===== src/emb_pkg.sv =====
// shared constants and types for the external memory bus interface
package emb_pkg;
	// apb register offsets (byte addresses)
	localparam int         APB_AW     = 8;
	localparam logic [7:0] OFS_WIDTH  = 8'h00;
	localparam logic [7:0] OFS_STATES = 8'h04;
	localparam logic [7:0] OFS_PW_HI  = 8'h08;
	localparam logic [7:0] OFS_PW_LO  = 8'h0c;
	localparam logic [7:0] OFS_BC_UP  = 8'h10;
	localparam logic [7:0] OFS_BC_LO  = 8'h14;
	localparam logic [7:0] OFS_STATUS = 8'h18;
	// reset values after power-on reset
	localparam logic [7:0] RST_WIDTH  = 8'hff;
	localparam logic [7:0] RST_STATES = 8'hff;
	localparam logic [7:0] RST_PW     = 8'hff;
	localparam logic [7:0] RST_BC_UP  = 8'h00;
	localparam logic [7:0] RST_BC_LO  = 8'h3c;
	// field positions
	localparam int BIT_WAIT_EN   = 0;
	localparam int BIT_BURST_EN  = 5;
	localparam int BIT_BURST_LEN = 4;
	localparam int BIT_BURST_CNT = 3;
	// burst limits in words, less one
	localparam logic [2:0] BURST_MAX4 = 3'h3;
	localparam logic [2:0] BURST_MAX8 = 3'h7;
	// access sizes
	localparam logic [1:0] SZ_BYTE = 2'h0;
	localparam logic [1:0] SZ_WORD = 2'h1;
	localparam logic [1:0] SZ_LONG = 2'h2;

	// bus states, gray from ST_IDLE through ST_T1, ST_T2 and ST_WAIT to ST_T3
	typedef enum logic [2:0] {
		ST_IDLE = 3'b000,
		ST_T1   = 3'b001,
		ST_T2   = 3'b011,
		ST_WAIT = 3'b010,
		ST_T3   = 3'b110,
		ST_TB   = 3'b111
	} emb_state_e;

	// request from an internal bus master
	typedef struct packed {
		logic [23:0] addr;
		logic [1:0]  size;
		logic        write;
		logic        ifetch;
		logic [31:0] wdata;
	} emb_req_s;

	// decoded configuration
	typedef struct packed {
		logic [7:0]  width8;
		logic [7:0]  three;
		logic [15:0] pw;
		logic        wait_pin_enable;
		logic        burst_rom_enable;
		logic        burst_cycle_len_sel;
		logic        burst_word_count_sel;
	} emb_cfg_s;

	// external bus pins
	typedef struct packed {
		logic [23:0] addr;
		logic [15:0] dout;
		logic [1:0]  doe;
		logic        rd_n;
		logic        upper_byte_write_strobe_n;
		logic        lower_byte_write_strobe_n;
	} emb_pins_s;
endpackage


===== src/emb_sync2.sv =====
// two flip-flop synchroniser for pin inputs
`timescale 1ns/1ps
module emb_sync2 #(
	parameter int         W   = 1,
	parameter logic [W-1:0] RST = '1
) (
	// clock and reset
	input  wire logic         mclk,
	input  wire logic         rst,
	// level in and out
	input  wire logic [W-1:0] d,
	output logic      [W-1:0] q
);
	logic [W-1:0] s1_r;

	// first stage feeds only the second
	always_ff @(posedge mclk or posedge rst) begin
		if (rst) begin
			s1_r <= RST;
			q    <= RST;
		end else begin
			s1_r <= d;
			q    <= s1_r;
		end
	end
endmodule // emb_sync2


===== src/emb_regs.sv =====
// apb register file of the bus controller
`timescale 1ns/1ps
module emb_regs (
	// clock and reset
	input  wire logic                   mclk,
	input  wire logic                   rst,
	// apb slave
	input  wire logic                   psel,
	input  wire logic                   penable,
	input  wire logic                   pwrite,
	input  wire logic [emb_pkg::APB_AW-1:0] paddr,
	input  wire logic [31:0]            pwdata,
	output logic      [31:0]            prdata,
	output logic                        pready,
	output logic                        pslverr,
	// block side
	input  wire logic [7:0]             status,
	output emb_pkg::emb_cfg_s           cfg
);
	import emb_pkg::*;

	logic [7:0] area_width_ctrl_reg_r;
	logic [7:0] area_state_count_reg_r;
	logic [7:0] program_wait_reg_hi_r;
	logic [7:0] program_wait_reg_lo_r;
	logic [7:0] bus_ctrl_reg_upper_r;
	logic [7:0] bus_ctrl_reg_lower_r;
	logic       hit;
	logic [7:0] rd_val;
	logic       wr_ok;

	// address decode
	always_comb begin
		hit    = 1'b1;
		rd_val = 8'h00;
		case (paddr)
			OFS_WIDTH:  rd_val = area_width_ctrl_reg_r;
			OFS_STATES: rd_val = area_state_count_reg_r;
			OFS_PW_HI:  rd_val = program_wait_reg_hi_r;
			OFS_PW_LO:  rd_val = program_wait_reg_lo_r;
			OFS_BC_UP:  rd_val = bus_ctrl_reg_upper_r;
			OFS_BC_LO:  rd_val = bus_ctrl_reg_lower_r;
			OFS_STATUS: rd_val = status;
			default:    hit = 1'b0;
		endcase
	end

	assign wr_ok = psel & penable & pready & pwrite & hit;

	// answer one cycle into the access phase
	always_ff @(posedge mclk or posedge rst) begin
		if (rst) begin
			pready  <= 1'b0;
			prdata  <= 32'h0;
			pslverr <= 1'b0;
		end else begin
			pready  <= psel & penable & ~pready;
			prdata  <= {24'h0, rd_val};
			pslverr <= psel & penable & ~pready & ~hit;
		end
	end

	// only power-on reset clears these; manual reset leaves them
	always_ff @(posedge mclk or posedge rst) begin
		if (rst) begin
			area_width_ctrl_reg_r  <= RST_WIDTH;
			area_state_count_reg_r <= RST_STATES;
			program_wait_reg_hi_r  <= RST_PW;
			program_wait_reg_lo_r  <= RST_PW;
			bus_ctrl_reg_upper_r   <= RST_BC_UP;
			bus_ctrl_reg_lower_r   <= RST_BC_LO;
		end else if (wr_ok) begin
			case (paddr)
				OFS_WIDTH:  area_width_ctrl_reg_r  <= pwdata[7:0];
				OFS_STATES: area_state_count_reg_r <= pwdata[7:0];
				OFS_PW_HI:  program_wait_reg_hi_r  <= pwdata[7:0];
				OFS_PW_LO:  program_wait_reg_lo_r  <= pwdata[7:0];
				OFS_BC_UP:  bus_ctrl_reg_upper_r   <= pwdata[7:0];
				OFS_BC_LO:  bus_ctrl_reg_lower_r   <= pwdata[7:0];
				default:    ;
			endcase
		end
	end

	// field decode
	assign cfg.width8               = area_width_ctrl_reg_r;
	assign cfg.three                = area_state_count_reg_r;
	assign cfg.pw                   = {program_wait_reg_hi_r, program_wait_reg_lo_r};
	assign cfg.wait_pin_enable      = bus_ctrl_reg_lower_r[BIT_WAIT_EN];
	assign cfg.burst_rom_enable     = bus_ctrl_reg_upper_r[BIT_BURST_EN];
	assign cfg.burst_cycle_len_sel  = bus_ctrl_reg_upper_r[BIT_BURST_LEN];
	assign cfg.burst_word_count_sel = bus_ctrl_reg_upper_r[BIT_BURST_CNT];
endmodule // emb_regs


===== src/emb_bus.sv =====
// external memory bus interface: basic and burst rom cycles
//
// Local design decisions: the register offsets and the APB slave port.
`timescale 1ns/1ps
module emb_bus (
	// clock and resets
	input  wire logic                   mclk,
	input  wire logic                   rst,
	input  wire logic                   man_rst,
	// internal bus master request
	input  wire logic                   req_valid,
	input  emb_pkg::emb_req_s           req,
	output logic                        req_ready,
	// internal bus master answer
	output logic                        rsp_valid,
	output logic      [31:0]            rsp_rdata,
	// apb register port
	input  wire logic                   psel,
	input  wire logic                   penable,
	input  wire logic                   pwrite,
	input  wire logic [emb_pkg::APB_AW-1:0] paddr,
	input  wire logic [31:0]            pwdata,
	output logic      [31:0]            prdata,
	output logic                        pready,
	output logic                        pslverr,
	// external memory pins
	output emb_pkg::emb_pins_s          ext,
	input  wire logic [15:0]            data_in,
	input  wire logic                   wait_n
);
	import emb_pkg::*;

	emb_cfg_s   cfg;
	emb_state_e state_r;
	emb_state_e state_nxt;
	emb_req_s   req_r;
	emb_pins_s  ext_r;
	logic [31:0] wal_r;
	logic [31:0] acc_r;
	logic [1:0]  pc_r;
	logic [1:0]  wc_r;
	logic        tb_r;
	logic        busy_r;
	logic        ready_r;
	logic        rsp_valid_r;
	logic [31:0] rsp_rdata_r;
	logic        bl_live_r;
	logic [23:0] bl_next_r;
	logic [2:0]  bl_left_r;
	logic        wait_n_s;
	logic        accept;
	logic        go;
	logic        done;
	logic        last;
	logic        busy_nxt;
	logic [2:0]  area;
	logic        burst_sp;
	logic        w8;
	logic        three;
	logic [1:0]  pw;
	logic        pin_wait;
	logic [23:0] paddr_c;
	logic        use_burst;
	logic [1:0]  ln;
	logic [7:0]  wbyte;
	logic [15:0] wword;

	// number of pieces less one for a size in a space
	function automatic logic [1:0] last_piece(input logic [1:0] sz, input logic b8);
		if (b8)
			last_piece = (sz == SZ_LONG) ? 2'h3 : (sz == SZ_WORD) ? 2'h1 : 2'h0;
		else
			last_piece = (sz == SZ_LONG) ? 2'h1 : 2'h0;
	endfunction

	// byte lanes in use: bit 1 upper, bit 0 lower
	function automatic logic [1:0] lanes(input logic b8, input logic [1:0] sz,
					     input logic a0);
		if (b8)
			lanes = 2'b10;
		else if (sz == SZ_BYTE)
			lanes = a0 ? 2'b01 : 2'b10;
		else
			lanes = 2'b11;
	endfunction

	// top bit of a byte or word piece in the big-endian longword
	function automatic logic [7:0] piece_top(input logic [1:0] pc, input logic b8);
		piece_top = b8 ? 8'd31 - {3'h0, pc, 3'h0} : 8'd31 - {2'h0, pc, 4'h0};
	endfunction

	// configuration registers over apb
	emb_regs u_regs (
		.mclk    (mclk),
		.rst     (rst),
		.psel    (psel),
		.penable (penable),
		.pwrite  (pwrite),
		.paddr   (paddr),
		.pwdata  (pwdata),
		.prdata  (prdata),
		.pready  (pready),
		.pslverr (pslverr),
		.status  ({3'h0, busy_r, bl_live_r, state_r}),
		.cfg     (cfg)
	);

	// wait request pin into the clock domain
	emb_sync2 #(.W(1), .RST(1'b1)) u_wsync (
		.mclk (mclk),
		.rst  (rst),
		.d    (wait_n),
		.q    (wait_n_s)
	);

	// area decode of the held request
	assign area     = req_r.addr[23:21];
	assign burst_sp = (area == 3'h0) & cfg.burst_rom_enable;
	assign w8       = burst_sp ? 1'b0 : cfg.width8[area];
	assign three    = cfg.three[area];
	assign pw       = cfg.pw[{area, 1'b0} +: 2];
	// one enable for all areas, ignored during manual reset
	assign pin_wait = cfg.wait_pin_enable & ~man_rst & ~wait_n_s;

	// address and data of the current piece
	assign paddr_c = req_r.addr + (w8 ? {22'h0, pc_r} : {21'h0, pc_r, 1'b0});
	assign ln      = lanes(w8, req_r.size, paddr_c[0]);
	assign last    = (pc_r == last_piece(req_r.size, w8));
	assign wbyte   = wal_r[piece_top(pc_r, 1'b1) -: 8];
	assign wword   = wal_r[piece_top(pc_r, 1'b0) -: 16];

	// continue a burst only for fetches of the next word in area 0
	assign use_burst = burst_sp & req_r.ifetch & ~req_r.write & bl_live_r &
			   (paddr_c == bl_next_r) & (bl_left_r != 3'h0);

	assign accept   = req_valid & ready_r;
	assign busy_nxt = accept | (busy_r & ~(done & last));

	// bus state sequencing
	always_comb begin
		state_nxt = state_r;
		go        = 1'b0;
		done      = 1'b0;
		case (state_r)
			ST_IDLE: begin
				if (busy_r) begin
					go        = 1'b1;
					state_nxt = use_burst ? ST_TB : ST_T1;
				end
			end
			ST_T1: state_nxt = ST_T2;
			ST_T2: begin
				// with no program waits the pin is looked at here
				if (!three) begin
					done      = 1'b1;
					state_nxt = ST_IDLE;
				end else if (pw != 2'h0) begin
					state_nxt = ST_WAIT;
				end else if (pin_wait) begin
					state_nxt = ST_WAIT;
				end else begin
					state_nxt = ST_T3;
				end
			end
			ST_WAIT: begin
				if (wc_r != 2'h0)
					state_nxt = ST_WAIT;
				else if (pin_wait)
					state_nxt = ST_WAIT;
				else
					state_nxt = ST_T3;
			end
			ST_T3: begin
				done      = 1'b1;
				state_nxt = ST_IDLE;
			end
			ST_TB: begin
				if (!tb_r) begin
					done      = 1'b1;
					state_nxt = ST_IDLE;
				end
			end
			default: state_nxt = ST_IDLE;
		endcase
	end

	// state, program wait count and burst state count
	always_ff @(posedge mclk or posedge rst) begin
		if (rst) begin
			state_r <= ST_IDLE;
			wc_r    <= 2'h0;
			tb_r    <= 1'b0;
		end else begin
			state_r <= state_nxt;
			// a 2-state cycle leaves no count for a later pin wait
			if (state_r == ST_T2 && three && pw != 2'h0)
				wc_r <= pw - 2'h1;
			else if (state_r == ST_T2)
				wc_r <= 2'h0;
			else if (state_r == ST_WAIT && wc_r != 2'h0)
				wc_r <= wc_r - 2'h1;
			if (go)
				tb_r <= cfg.burst_cycle_len_sel;
			else if (state_r == ST_TB)
				tb_r <= 1'b0;
		end
	end

	// request capture, piece stepping and read data assembly
	always_ff @(posedge mclk or posedge rst) begin
		if (rst) begin
			req_r  <= '0;
			wal_r  <= 32'h0;
			acc_r  <= 32'h0;
			pc_r   <= 2'h0;
			busy_r <= 1'b0;
		end else begin
			busy_r <= busy_nxt;
			if (accept) begin
				req_r <= req;
				pc_r  <= 2'h0;
				acc_r <= 32'h0;
				case (req.size)
					SZ_BYTE: wal_r <= {req.wdata[7:0], 24'h0};
					SZ_WORD: wal_r <= {req.wdata[15:0], 16'h0};
					default: wal_r <= req.wdata;
				endcase
			end else if (done) begin
				pc_r <= pc_r + 2'h1;
				// unused lane is ignored on reads
				if (!req_r.write) begin
					if (w8)
						acc_r[piece_top(pc_r, 1'b1) -: 8] <= data_in[15:8];
					else if (req_r.size == SZ_BYTE)
						acc_r[31:24] <= ln[0] ? data_in[7:0] : data_in[15:8];
					else
						acc_r[piece_top(pc_r, 1'b0) -: 16] <= data_in;
				end
			end
		end
	end

	// answer to the internal master after the last piece
	always_ff @(posedge mclk or posedge rst) begin
		if (rst) begin
			ready_r     <= 1'b0;
			rsp_valid_r <= 1'b0;
			rsp_rdata_r <= 32'h0;
		end else begin
			ready_r     <= ~man_rst & ~busy_nxt;
			rsp_valid_r <= done & last;
			// read data stays until the next read ends
			if (done && last && !req_r.write) begin
				case (req_r.size)
					SZ_BYTE: rsp_rdata_r <= {24'h0, ln[0] ? data_in[7:0] :
						       (w8 ? data_in[15:8] : data_in[15:8])};
					SZ_WORD: rsp_rdata_r <= w8 ? {16'h0, acc_r[31:24], data_in[15:8]}
								   : {16'h0, data_in};
					default: rsp_rdata_r <= w8 ? {acc_r[31:8], data_in[15:8]}
								   : {acc_r[31:16], data_in};
				endcase
			end
		end
	end

	// external pins: drive at piece start, release at its end
	always_ff @(posedge mclk or posedge rst) begin
		if (rst) begin
			ext_r.addr                      <= 24'h0;
			ext_r.dout                      <= 16'h0;
			ext_r.doe                       <= 2'b00;
			ext_r.rd_n                      <= 1'b1;
			ext_r.upper_byte_write_strobe_n <= 1'b1;
			ext_r.lower_byte_write_strobe_n <= 1'b1;
		end else if (go) begin
			ext_r.addr <= paddr_c;
			ext_r.rd_n <= req_r.write;
			ext_r.upper_byte_write_strobe_n <= ~(req_r.write & ln[1]);
			// lanes() never names the lower lane in an 8-bit space
			ext_r.lower_byte_write_strobe_n <= ~(req_r.write & ln[0]);
			ext_r.doe  <= req_r.write ? ln : 2'b00;
			if (w8 || req_r.size == SZ_BYTE)
				ext_r.dout <= {wbyte, wbyte};
			else
				ext_r.dout <= wword;
		end else if (done) begin
			ext_r.rd_n                      <= 1'b1;
			ext_r.upper_byte_write_strobe_n <= 1'b1;
			ext_r.lower_byte_write_strobe_n <= 1'b1;
			ext_r.doe                       <= 2'b00;
		end
	end

	// burst window: opened by a full fetch, counted down by bursts
	always_ff @(posedge mclk or posedge rst) begin
		if (rst) begin
			bl_live_r <= 1'b0;
			bl_next_r <= 24'h0;
			bl_left_r <= 3'h0;
		end else if (go) begin
			if (state_nxt == ST_TB) begin
				bl_left_r <= bl_left_r - 3'h1;
				bl_next_r <= paddr_c + 24'h2;
			end else if (burst_sp && req_r.ifetch && !req_r.write) begin
				bl_live_r <= 1'b1;
				bl_next_r <= paddr_c + 24'h2;
				bl_left_r <= cfg.burst_word_count_sel ? BURST_MAX8 : BURST_MAX4;
			end else begin
				bl_live_r <= 1'b0;
			end
		end
	end

	// outputs straight from flip-flops
	assign req_ready = ready_r;
	assign rsp_valid = rsp_valid_r;
	assign rsp_rdata = rsp_rdata_r;
	assign ext       = ext_r;
endmodule // emb_bus


===== config.mk =====
export PLATFORM = sky130hd
export DESIGN_NAME = emb_bus
export DESIGN_NICKNAME = d
export VERILOG_FILES = /design/src/emb_pkg.sv /design/src/emb_sync2.sv /design/src/emb_regs.sv /design/src/emb_bus.sv
export SDC_FILE = /design/constraint.sdc
export NUM_CORES = 1
export LEC_CHECK = 0
export ABC_AREA = 1
export BUFFER_PORTS_ARGS = -buffer_cell sky130_fd_sc_hd__buf_2
export CORE_UTILIZATION = 57
export CTS_CLUSTER_DIAMETER = 40
export DETAILED_ROUTE_END_ITERATION = 8
export PLACE_DENSITY = 0.85
export SYNTH_ARGS = -nofsm -noshare
export SYNTH_HDL_FRONTEND = slang
export SYNTH_SLANG_ARGS = --single-unit

===== constraint.sdc =====
create_clock -name mclk -period 10.4 [get_ports mclk]
set_input_delay 2.08 -clock mclk [delete_from_list [all_inputs] [get_ports mclk]]
set_output_delay 2.08 -clock mclk [all_outputs]
set_load 0.05 [all_outputs]

* Word level (Yosys, flattened, before mapping)
Cells that the tools add are included.
** Operators by class
- Add/subtract/negate cells :: 10
- Order comparisons :: 1
- Eq/ne operators :: 19
- Shift operators :: 7
- Multiplexer cells :: 58
- Bitwise operators :: 31
- Reduce and logical (&&, ||, !) cells :: 33
** Operator list (number)
- 2-to-1 mux 32 bit :: 4
- one-hot mux 32 bit (2 select lines) :: 2
- 2-to-1 mux 24 bit :: 3
- bitwise mux 32 bit :: 2
- one-hot mux 8 bit (7 select lines) :: 1
- 2-to-1 mux 16 bit :: 3
- variable shift 16 x 10 -> 47 bit (first input constant) :: 1
- variable part select 16 x 10 -> 47 bit :: 1
- variable part select 47 x 9 -> 16 bit :: 1
- variable shift 8 x 10 -> 39 bit (first input constant) :: 1
- variable part select 39 x 9 -> 8 bit :: 1
- variable part select 8 x 10 -> 39 bit :: 1
- 2-to-1 mux 3 bit :: 11
- adder 24 x 2 -> 24 bit (second input constant) :: 1
- adder 24 x 3 -> 24 bit :: 1
- == test 24 bit :: 1
- == test 8 x 5 -> 1 bit (second input constant) :: 3
- 2-to-1 mux 2 bit :: 11
- bitwise AND 1 bit :: 20
- negation 8 -> 10 bit :: 2
- AND reduction 2 bit :: 9
- == test 8 x 4 -> 1 bit (second input constant) :: 2
- 2-to-1 mux 8 bit :: 2
- variable part select 16 x 5 -> 2 bit :: 1
- other kinds (32) :: 74
** Storage, ports and cells
- Flip-flop bits (word level) :: 268
- Input port bits :: 124
- Output and inout bits :: 113
- Logic and storage cells :: 194

* Longest topological paths before layout
- Word-level depth :: 14
- Gate-level depth with buffers :: 33
- Gate-level depth less buffers :: 31

* Hierarchy
Synthesis repeated with hierarchy kept, for this count alone.
** Second synthesis, totals
- Cell total of the unflattened synthesis :: 1926
- Area total of the unflattened synthesis :: 14635.3 µm²
** By module, submodules not included
- emb_bus :: instances 1, cells each 1550, area each 11499.8 µm², sequential area each 5008.6 µm²
- emb_regs :: instances 1, cells each 373, area each 3079.2 µm², sequential area each 1496.4 µm²
- emb_sync2 :: instances 1, cells each 3, area each 56.3 µm², sequential area each 52.6 µm²

* Least setup slack after synthesis
No wires, ideal clock.
- Path kind :: flip-flop to flip-flop
- Start :: reg req_r (netlist bit area[0])
- End :: reg bl_next_r[1]
- Library setup time :: 117 ps
- Arrival time :: 3774 ps
- Required time :: 10283 ps
- Setup slack :: 6509 ps
- Cell stages (with the launch flop) :: 28
- Path buffers :: 4
- Clock period less this slack :: 3891 ps
- Path through :: dfrtp_1 -> buf_4 -> o2111ai_1 -> nand3_1 -> nand2_2 -> clkbuf_1 -> buf_1 -> nand2_1 -> o21ai_0 -> inv_1 -> fa_1 -> inv_1 -> nand2_1 -> nand2_1 -> nand2_2 -> nor2_4 -> nand3_2 -> nand2_2 -> nand2_1 -> a21oi_1 -> nand2_1 -> nor2_2 -> nand2_4 -> nand2_2 -> o21ai_4 -> buf_6 -> nand2_2 -> nand2_1
** Between the ends
- Word-level cells in the longest chain between the ends :: 14
- Elaborated cells between the ends (all ways) :: 30
- Those cells by class :: add/sub (2); eq/ne (2); shift (1); mux (13); bitwise (6); reduce/logical (6)
** RTL lines
- from (decl) :: RTL line emb_bus.sv:36 : emb_req_s req_r;
- from (signal assigned) :: RTL line emb_bus.sv:220 : req_r <= req;
- binary-select mux 1 bit (select 3 bit) / logical NOT 3 bit (equally long branches) :: RTL line emb_bus.sv:119, emb_bus.sv:118
- 2-to-1 mux 1 bit (not written as such) / bitwise AND 1 bit (equally long branches) :: RTL line emb_bus.sv:119, emb_bus.sv:118
- 2-to-1 mux 1 bit :: RTL line emb_bus.sv:119 : assign w8 = burst_sp ? 1'b0 : cfg.width8[area];
- 2-to-1 mux 3 bit :: RTL line emb_bus.sv:126 : assign paddr_c = req_r.addr + (w8 ? {22'h0, pc_r} : {21'h0, pc_r, 1'b0});
- adder 24 x 3 -> 24 bit :: RTL line emb_bus.sv:126
- == test 24 bit :: RTL line emb_bus.sv:134 : (paddr_c == bl_next_r) & (bl_left_r != 3'h0);
- bitwise AND 1 bit :: RTL line emb_bus.sv:133 : assign use_burst = burst_sp & req_r.ifetch & ~req_r.write & bl_live_r &
- bitwise AND 1 bit :: RTL line emb_bus.sv:134
- 2-to-1 mux 3 bit :: RTL line emb_bus.sv:148 : state_nxt = use_burst ? ST_TB : ST_T1;
- 2-to-1 mux 3 bit :: RTL line emb_bus.sv:146 : if (busy_r) begin
- one-hot mux 3 bit (5 select lines) (*) :: RTL line emb_bus.sv:144 : case (state_r)
- via state_nxt[2] :: RTL line emb_bus.sv:35 : emb_state_e state_nxt;
- == test 3 bit (*) :: RTL line emb_bus.sv:301 : if (state_nxt == ST_TB) begin
- nonzero test 2 bit (no source line)
- AND reduction 2 bit (no source line)
- to (signal assigned) :: RTL line emb_bus.sv:303 : bl_next_r <= paddr_c + 24'h2;
- to (signal assigned) :: RTL line emb_bus.sv:306 : bl_next_r <= paddr_c + 24'h2;
- to (decl) :: RTL line emb_bus.sv:48 : logic [23:0] bl_next_r;
The timed path passes the listed nets; every way through them passes the cells marked *. The select of a mux whose other input is x is not followed.
A chain may end at the register's enable or synchronous reset.

* Worst setup path after layout
- Start :: reg req_r (netlist bit area[0])
- End :: reg bl_left_r[0]
** Between the ends
- Word-level cells in the longest chain between the ends :: 14
- Elaborated cells between the ends (all ways) :: 28
- Those cells by class :: add/sub (1); eq/ne (2); shift (1); mux (12); bitwise (6); reduce/logical (6)
** RTL lines
- binary-select mux 1 bit (select 3 bit) / logical NOT 3 bit (equally long branches) :: RTL line emb_bus.sv:119, emb_bus.sv:118
- 2-to-1 mux 1 bit (not written as such) / bitwise AND 1 bit (equally long branches) :: RTL line emb_bus.sv:119, emb_bus.sv:118
- 2-to-1 mux 1 bit :: RTL line emb_bus.sv:119
- 2-to-1 mux 3 bit :: RTL line emb_bus.sv:126
- adder 24 x 3 -> 24 bit :: RTL line emb_bus.sv:126
- == test 24 bit :: RTL line emb_bus.sv:134
- bitwise AND 1 bit :: RTL line emb_bus.sv:133
- bitwise AND 1 bit :: RTL line emb_bus.sv:134
- 2-to-1 mux 3 bit :: RTL line emb_bus.sv:148
- 2-to-1 mux 3 bit :: RTL line emb_bus.sv:146
- one-hot mux 3 bit (5 select lines) (*) :: RTL line emb_bus.sv:144
- via state_nxt[2] :: RTL line emb_bus.sv:35
- == test 3 bit (*) :: RTL line emb_bus.sv:301
- nonzero test 2 bit (no source line)
- AND reduction 2 bit (no source line)
- to (signal assigned) :: RTL line emb_bus.sv:302 : bl_left_r <= bl_left_r - 3'h1;
- to (signal assigned) :: RTL line emb_bus.sv:307 : bl_left_r <= cfg.burst_word_count_sel ? BURST_MAX8 : BURST_MAX4;
- to (decl) :: RTL line emb_bus.sv:49 : logic [2:0] bl_left_r;
Marked as above.

==> flow_summary_export.csv <==
group,metric,value,unit
worst_setup_path,r2r_slack,4.59,ns
logic_synthesis,ys_seq_area_share,46.3,%
min_path,hold_start,"u_wsync.s1_r",
logic_synthesis,synth_warnings,0,
run,maxCapViolations,0,
die,core_area,0.0243,sq mm
logic_synthesis,netlist.area_leader.share,38.7,%
placed_design,dp_cells,2273,
die,dieHeight,160,microns
min_path,whs_path_depth,0,
grt,overflow,0,
worst_setup_path,start_kind,"flop",
cts,clockBufferDepth,3,
cts,htreeDepth,2,
placed_design,dp_hpwl,28300,microns
sta,finalSetupViolCount,0,
grt,grt_max_degree,116,
die,row_count,57,
cts,cts_tree,"done",
min_path,worst_hold_path.endpoint,"u_wsync.q",
finish,nFillCells,1951,
sta,hold_violations,0,
drt,drc_errors,0,
sta,post-route-min-period,5.81,ns
logic_synthesis,synthDistinctLibCells,56,
cts,clk_pin_slew_worst_paths,0.06,ns
placed_design,routabilityCongestion,0.979,
drt,drtIter0Drc,1316,
worst_setup_path,reg2reg_depth,26,
cts,clock_sinks,260,
die,io_pins,237,
logic_synthesis,ys.flop_type,"dfrtp_1",
drt,ant_nets,0,
drt,wl,40500,microns
worst_setup_path,r2r_start,"area[0]",
die,start_util,58.3,%
grt,grt_pass1_vias,12500,
die,die-area,0.0255,sq mm
finish,area_growth,15.8,%
finish,final-seq-area,0.00656,sq mm
drt,dr.pass1.iters,5,
sta,fin_crit_sh,55.9,%
sta,drv_slew,0,
cts,ctsRootBufferMaster,"clkbuf_16",
power_and_ir_drop,ir_drop,0.000214,V
run_status,run_status,"finished, final reports clean",
cts,cts_hold_buf,0,
drt,routedWlPerCell,17.3,microns
logic_synthesis,synth_area_per_cell,7.78,sq um
worst_setup_path,end_kind,"flop",
logic_synthesis,synth_edf_count,0,
grt,grt_use_total,31.8,%
sta,finalSetupTns,0,ns
finish,fin_area,0.0164,sq mm
logic_synthesis,synth-seq-cells,260,
finish,drive_above_1_share,18.7,%
cts,cts_buffers,37,
logic_synthesis,synth_cells,1820,
grt,grt_pass1_wl,64600,microns
finish,nets,2127,
finish,multi_input_area,0.00639,sq mm
min_path,hold_class,"flop to flop",
sta,maxSlewHeadroom,19.5,%
grt,antenna_found_initial,2,
placed_design,io_buffers,188,
worst_setup_path,worstPathRequired,10.75,ns
logic_synthesis,async_flop_share,100,%
die,die_w,160,microns
power_and_ir_drop,power_density,335,mW/mm^2
cts,clkLatencyLatePin,0.53,ns
sta,max_freq,0.172,GHz
cts,postCtsSetupBuffers,0,
drt,vias,13300,
worst_setup_path,crit_arrival,6.16,ns
worst_setup_path,path_class,"flop to flop",
worst_setup_path,timing.rr.end,"bl_left_r[0]",
placed_design,placed_area,0.0152,sq mm
sta,clock_skew,0.0251,ns
logic_synthesis,synth_area,0.0142,sq mm
worst_setup_path,critical_path.max_fanout,55,
sta,worstMarginPinSlew,1.20,ns
drt,drt-vias-per-instance,5.70,
logic_synthesis,synthTopCellsByArea,"dfrtp_1 (39%), nand2_1 (13%), dfstp_2 (7.6%), o21ai_0 (7.3%), inv_1 (5.5%)",
power_and_ir_drop,p_leak,8.22,nW
finish,fin_cells,2342,
sta,grt_setup_unrepaired,"false",
logic_synthesis,synth.most_common_cell,"nand2_1",
logic_synthesis,synth_top_area_cell,"dfrtp_1",
logic_synthesis,synth_common_cells,"nand2_1 (506), dfrtp_1 (219), inv_1 (208), o21ai_0 (208), nor2_1 (119)",
cts,cts-resized-gates,0,
-- per-stage QoR --
step	hold slack [ns]	util (%)	power, mW	worst slack [ns]
2_1_floorplan	0.345	-	3.55	1.23
3_3_place_gp	0.347	62.5	4.15	4.92
3_5_place_dp	0.353	62.5	4.24	4.77
4_1_cts	0.367	67.4	5.47	4.72
5_1_grt	0.373	67.4	5.85	4.17
6_report	0.366	67.5	5.50	4.59
-- final cells by class --
| class | instances | area share, % |
|---|---|---|
| clock buffer | 42 | 6.00 |
| inverter | 218 | 5.03 |
| antenna | 2 | 0.0305 |
| tap | 324 | 2.47 |
| multi-input combinational | 1272 | 38.9 |
| sequential | 260 | 40.0 |
| timing repair buffer | 199 | 6.24 |
| clock inverter | 25 | 1.30 |
-- cell usage in the layout, fill, tap and decap left out, types with 18 or more instances in the layout --
master | netlist | routed
nand2_1 | 506 | 506
dfrtp_1 | 219 | 219
o21ai_0 | 208 | 208
inv_1 | 208 | 207
buf_2 | 13 | 188
nor2_1 | 119 | 118
nand3_1 | 110 | 110
dfstp_2 | 41 | 41
a21oi_1 | 40 | 40
clkbuf_16 | 0 | 37
o211ai_1 | 29 | 29
conb_1 | 1 | 24
o22ai_1 | 22 | 22
nand2_2 | 20 | 20
a31oi_1 | 20 | 20
xor2_1 | 18 | 18
-- worst max-delay path, cell delays in order (launching register included) --
cell,delay (ns)
dfrtp_1,0.95
inv_2,0.35
nor2_1,0.17
o21ai_1,0.10
nand2_1,0.07
nand3_1,0.09
nand2_2,0.73
nand2_1,0.09
o21ai_0,0.15
inv_1,0.10
fa_1,0.42
inv_1,0.10
nand2_1,0.12
nand2_1,0.12
nand2_2,0.09
nor2_4,0.19
nand2_1,0.07
nand2_1,0.17
nand2_2,0.13
nand2_1,0.08
a21oi_1,0.07
nand2_1,0.08
nor2_2,0.05
nand2_4,0.09
nand2_2,0.10
o21ai_4,0.70
a21boi_0,0.22
-- flip-flops by register name, summed over array words and instances (netlist names), 3 cells and up --
signal and count:
u_regs.area_width_ctrl_reg_r 8, u_regs.bus_ctrl_reg_lower_r 8, bl_next_r 24, u_regs.program_wait_reg_hi_r 8, u_regs.bus_ctrl_reg_upper_r 8, u_regs.prdata 8, bl_left_r 3, req_r 25
wal_r 32, state_r 3, acc_r 24, u_regs.area_state_count_reg_r 8, u_regs.program_wait_reg_lo_r 8, area 3, rsp_rdata 32, ext 45
-- routing by layer --
layer | share of wire, % | GRT usage [%]
met4 | 3.2 | 11.7
met3 | 9.6 | 5.71
met5 | 0 | 0
met2 | 46 | 50.5
met1 | 41 | 43.8
-- how the worst max path moves through the flow --
stage	from	end
finish	area[0]	bl_left_r[0]
floorplan	rst	acc_r[10]
detailed placement	area[0]	bl_left_r[0]
global route	area[0]	bl_left_r[0]
CTS	area[0]	bl_left_r[0]
global placement	area[0]	bl_left_r[0]
-- report_power, final --
group / total, mW / internal (mW) / switching (mW)
clock: 1.21 / 0.720 / 0.494
combinational: 2.65 / 0.711 / 1.94
sequential: 1.64 / 1.37 / 0.270
total: 5.50 / 2.80 / 2.70
-- cells by family (layout without fill, tap and decap cells) --
group	after synthesis	after routing	synth area share, %
mux	10	10	0.795
flops	260	260	46.3
simple gates	825	825	24.9
other cells	1	26	0.0265
xor+xnor	24	24	1.68
compound gates	374	374	15.6
buf+inv	311	484	9.24
fa+ha+maj	15	15	1.38
(Power assumes the default switching activity.)
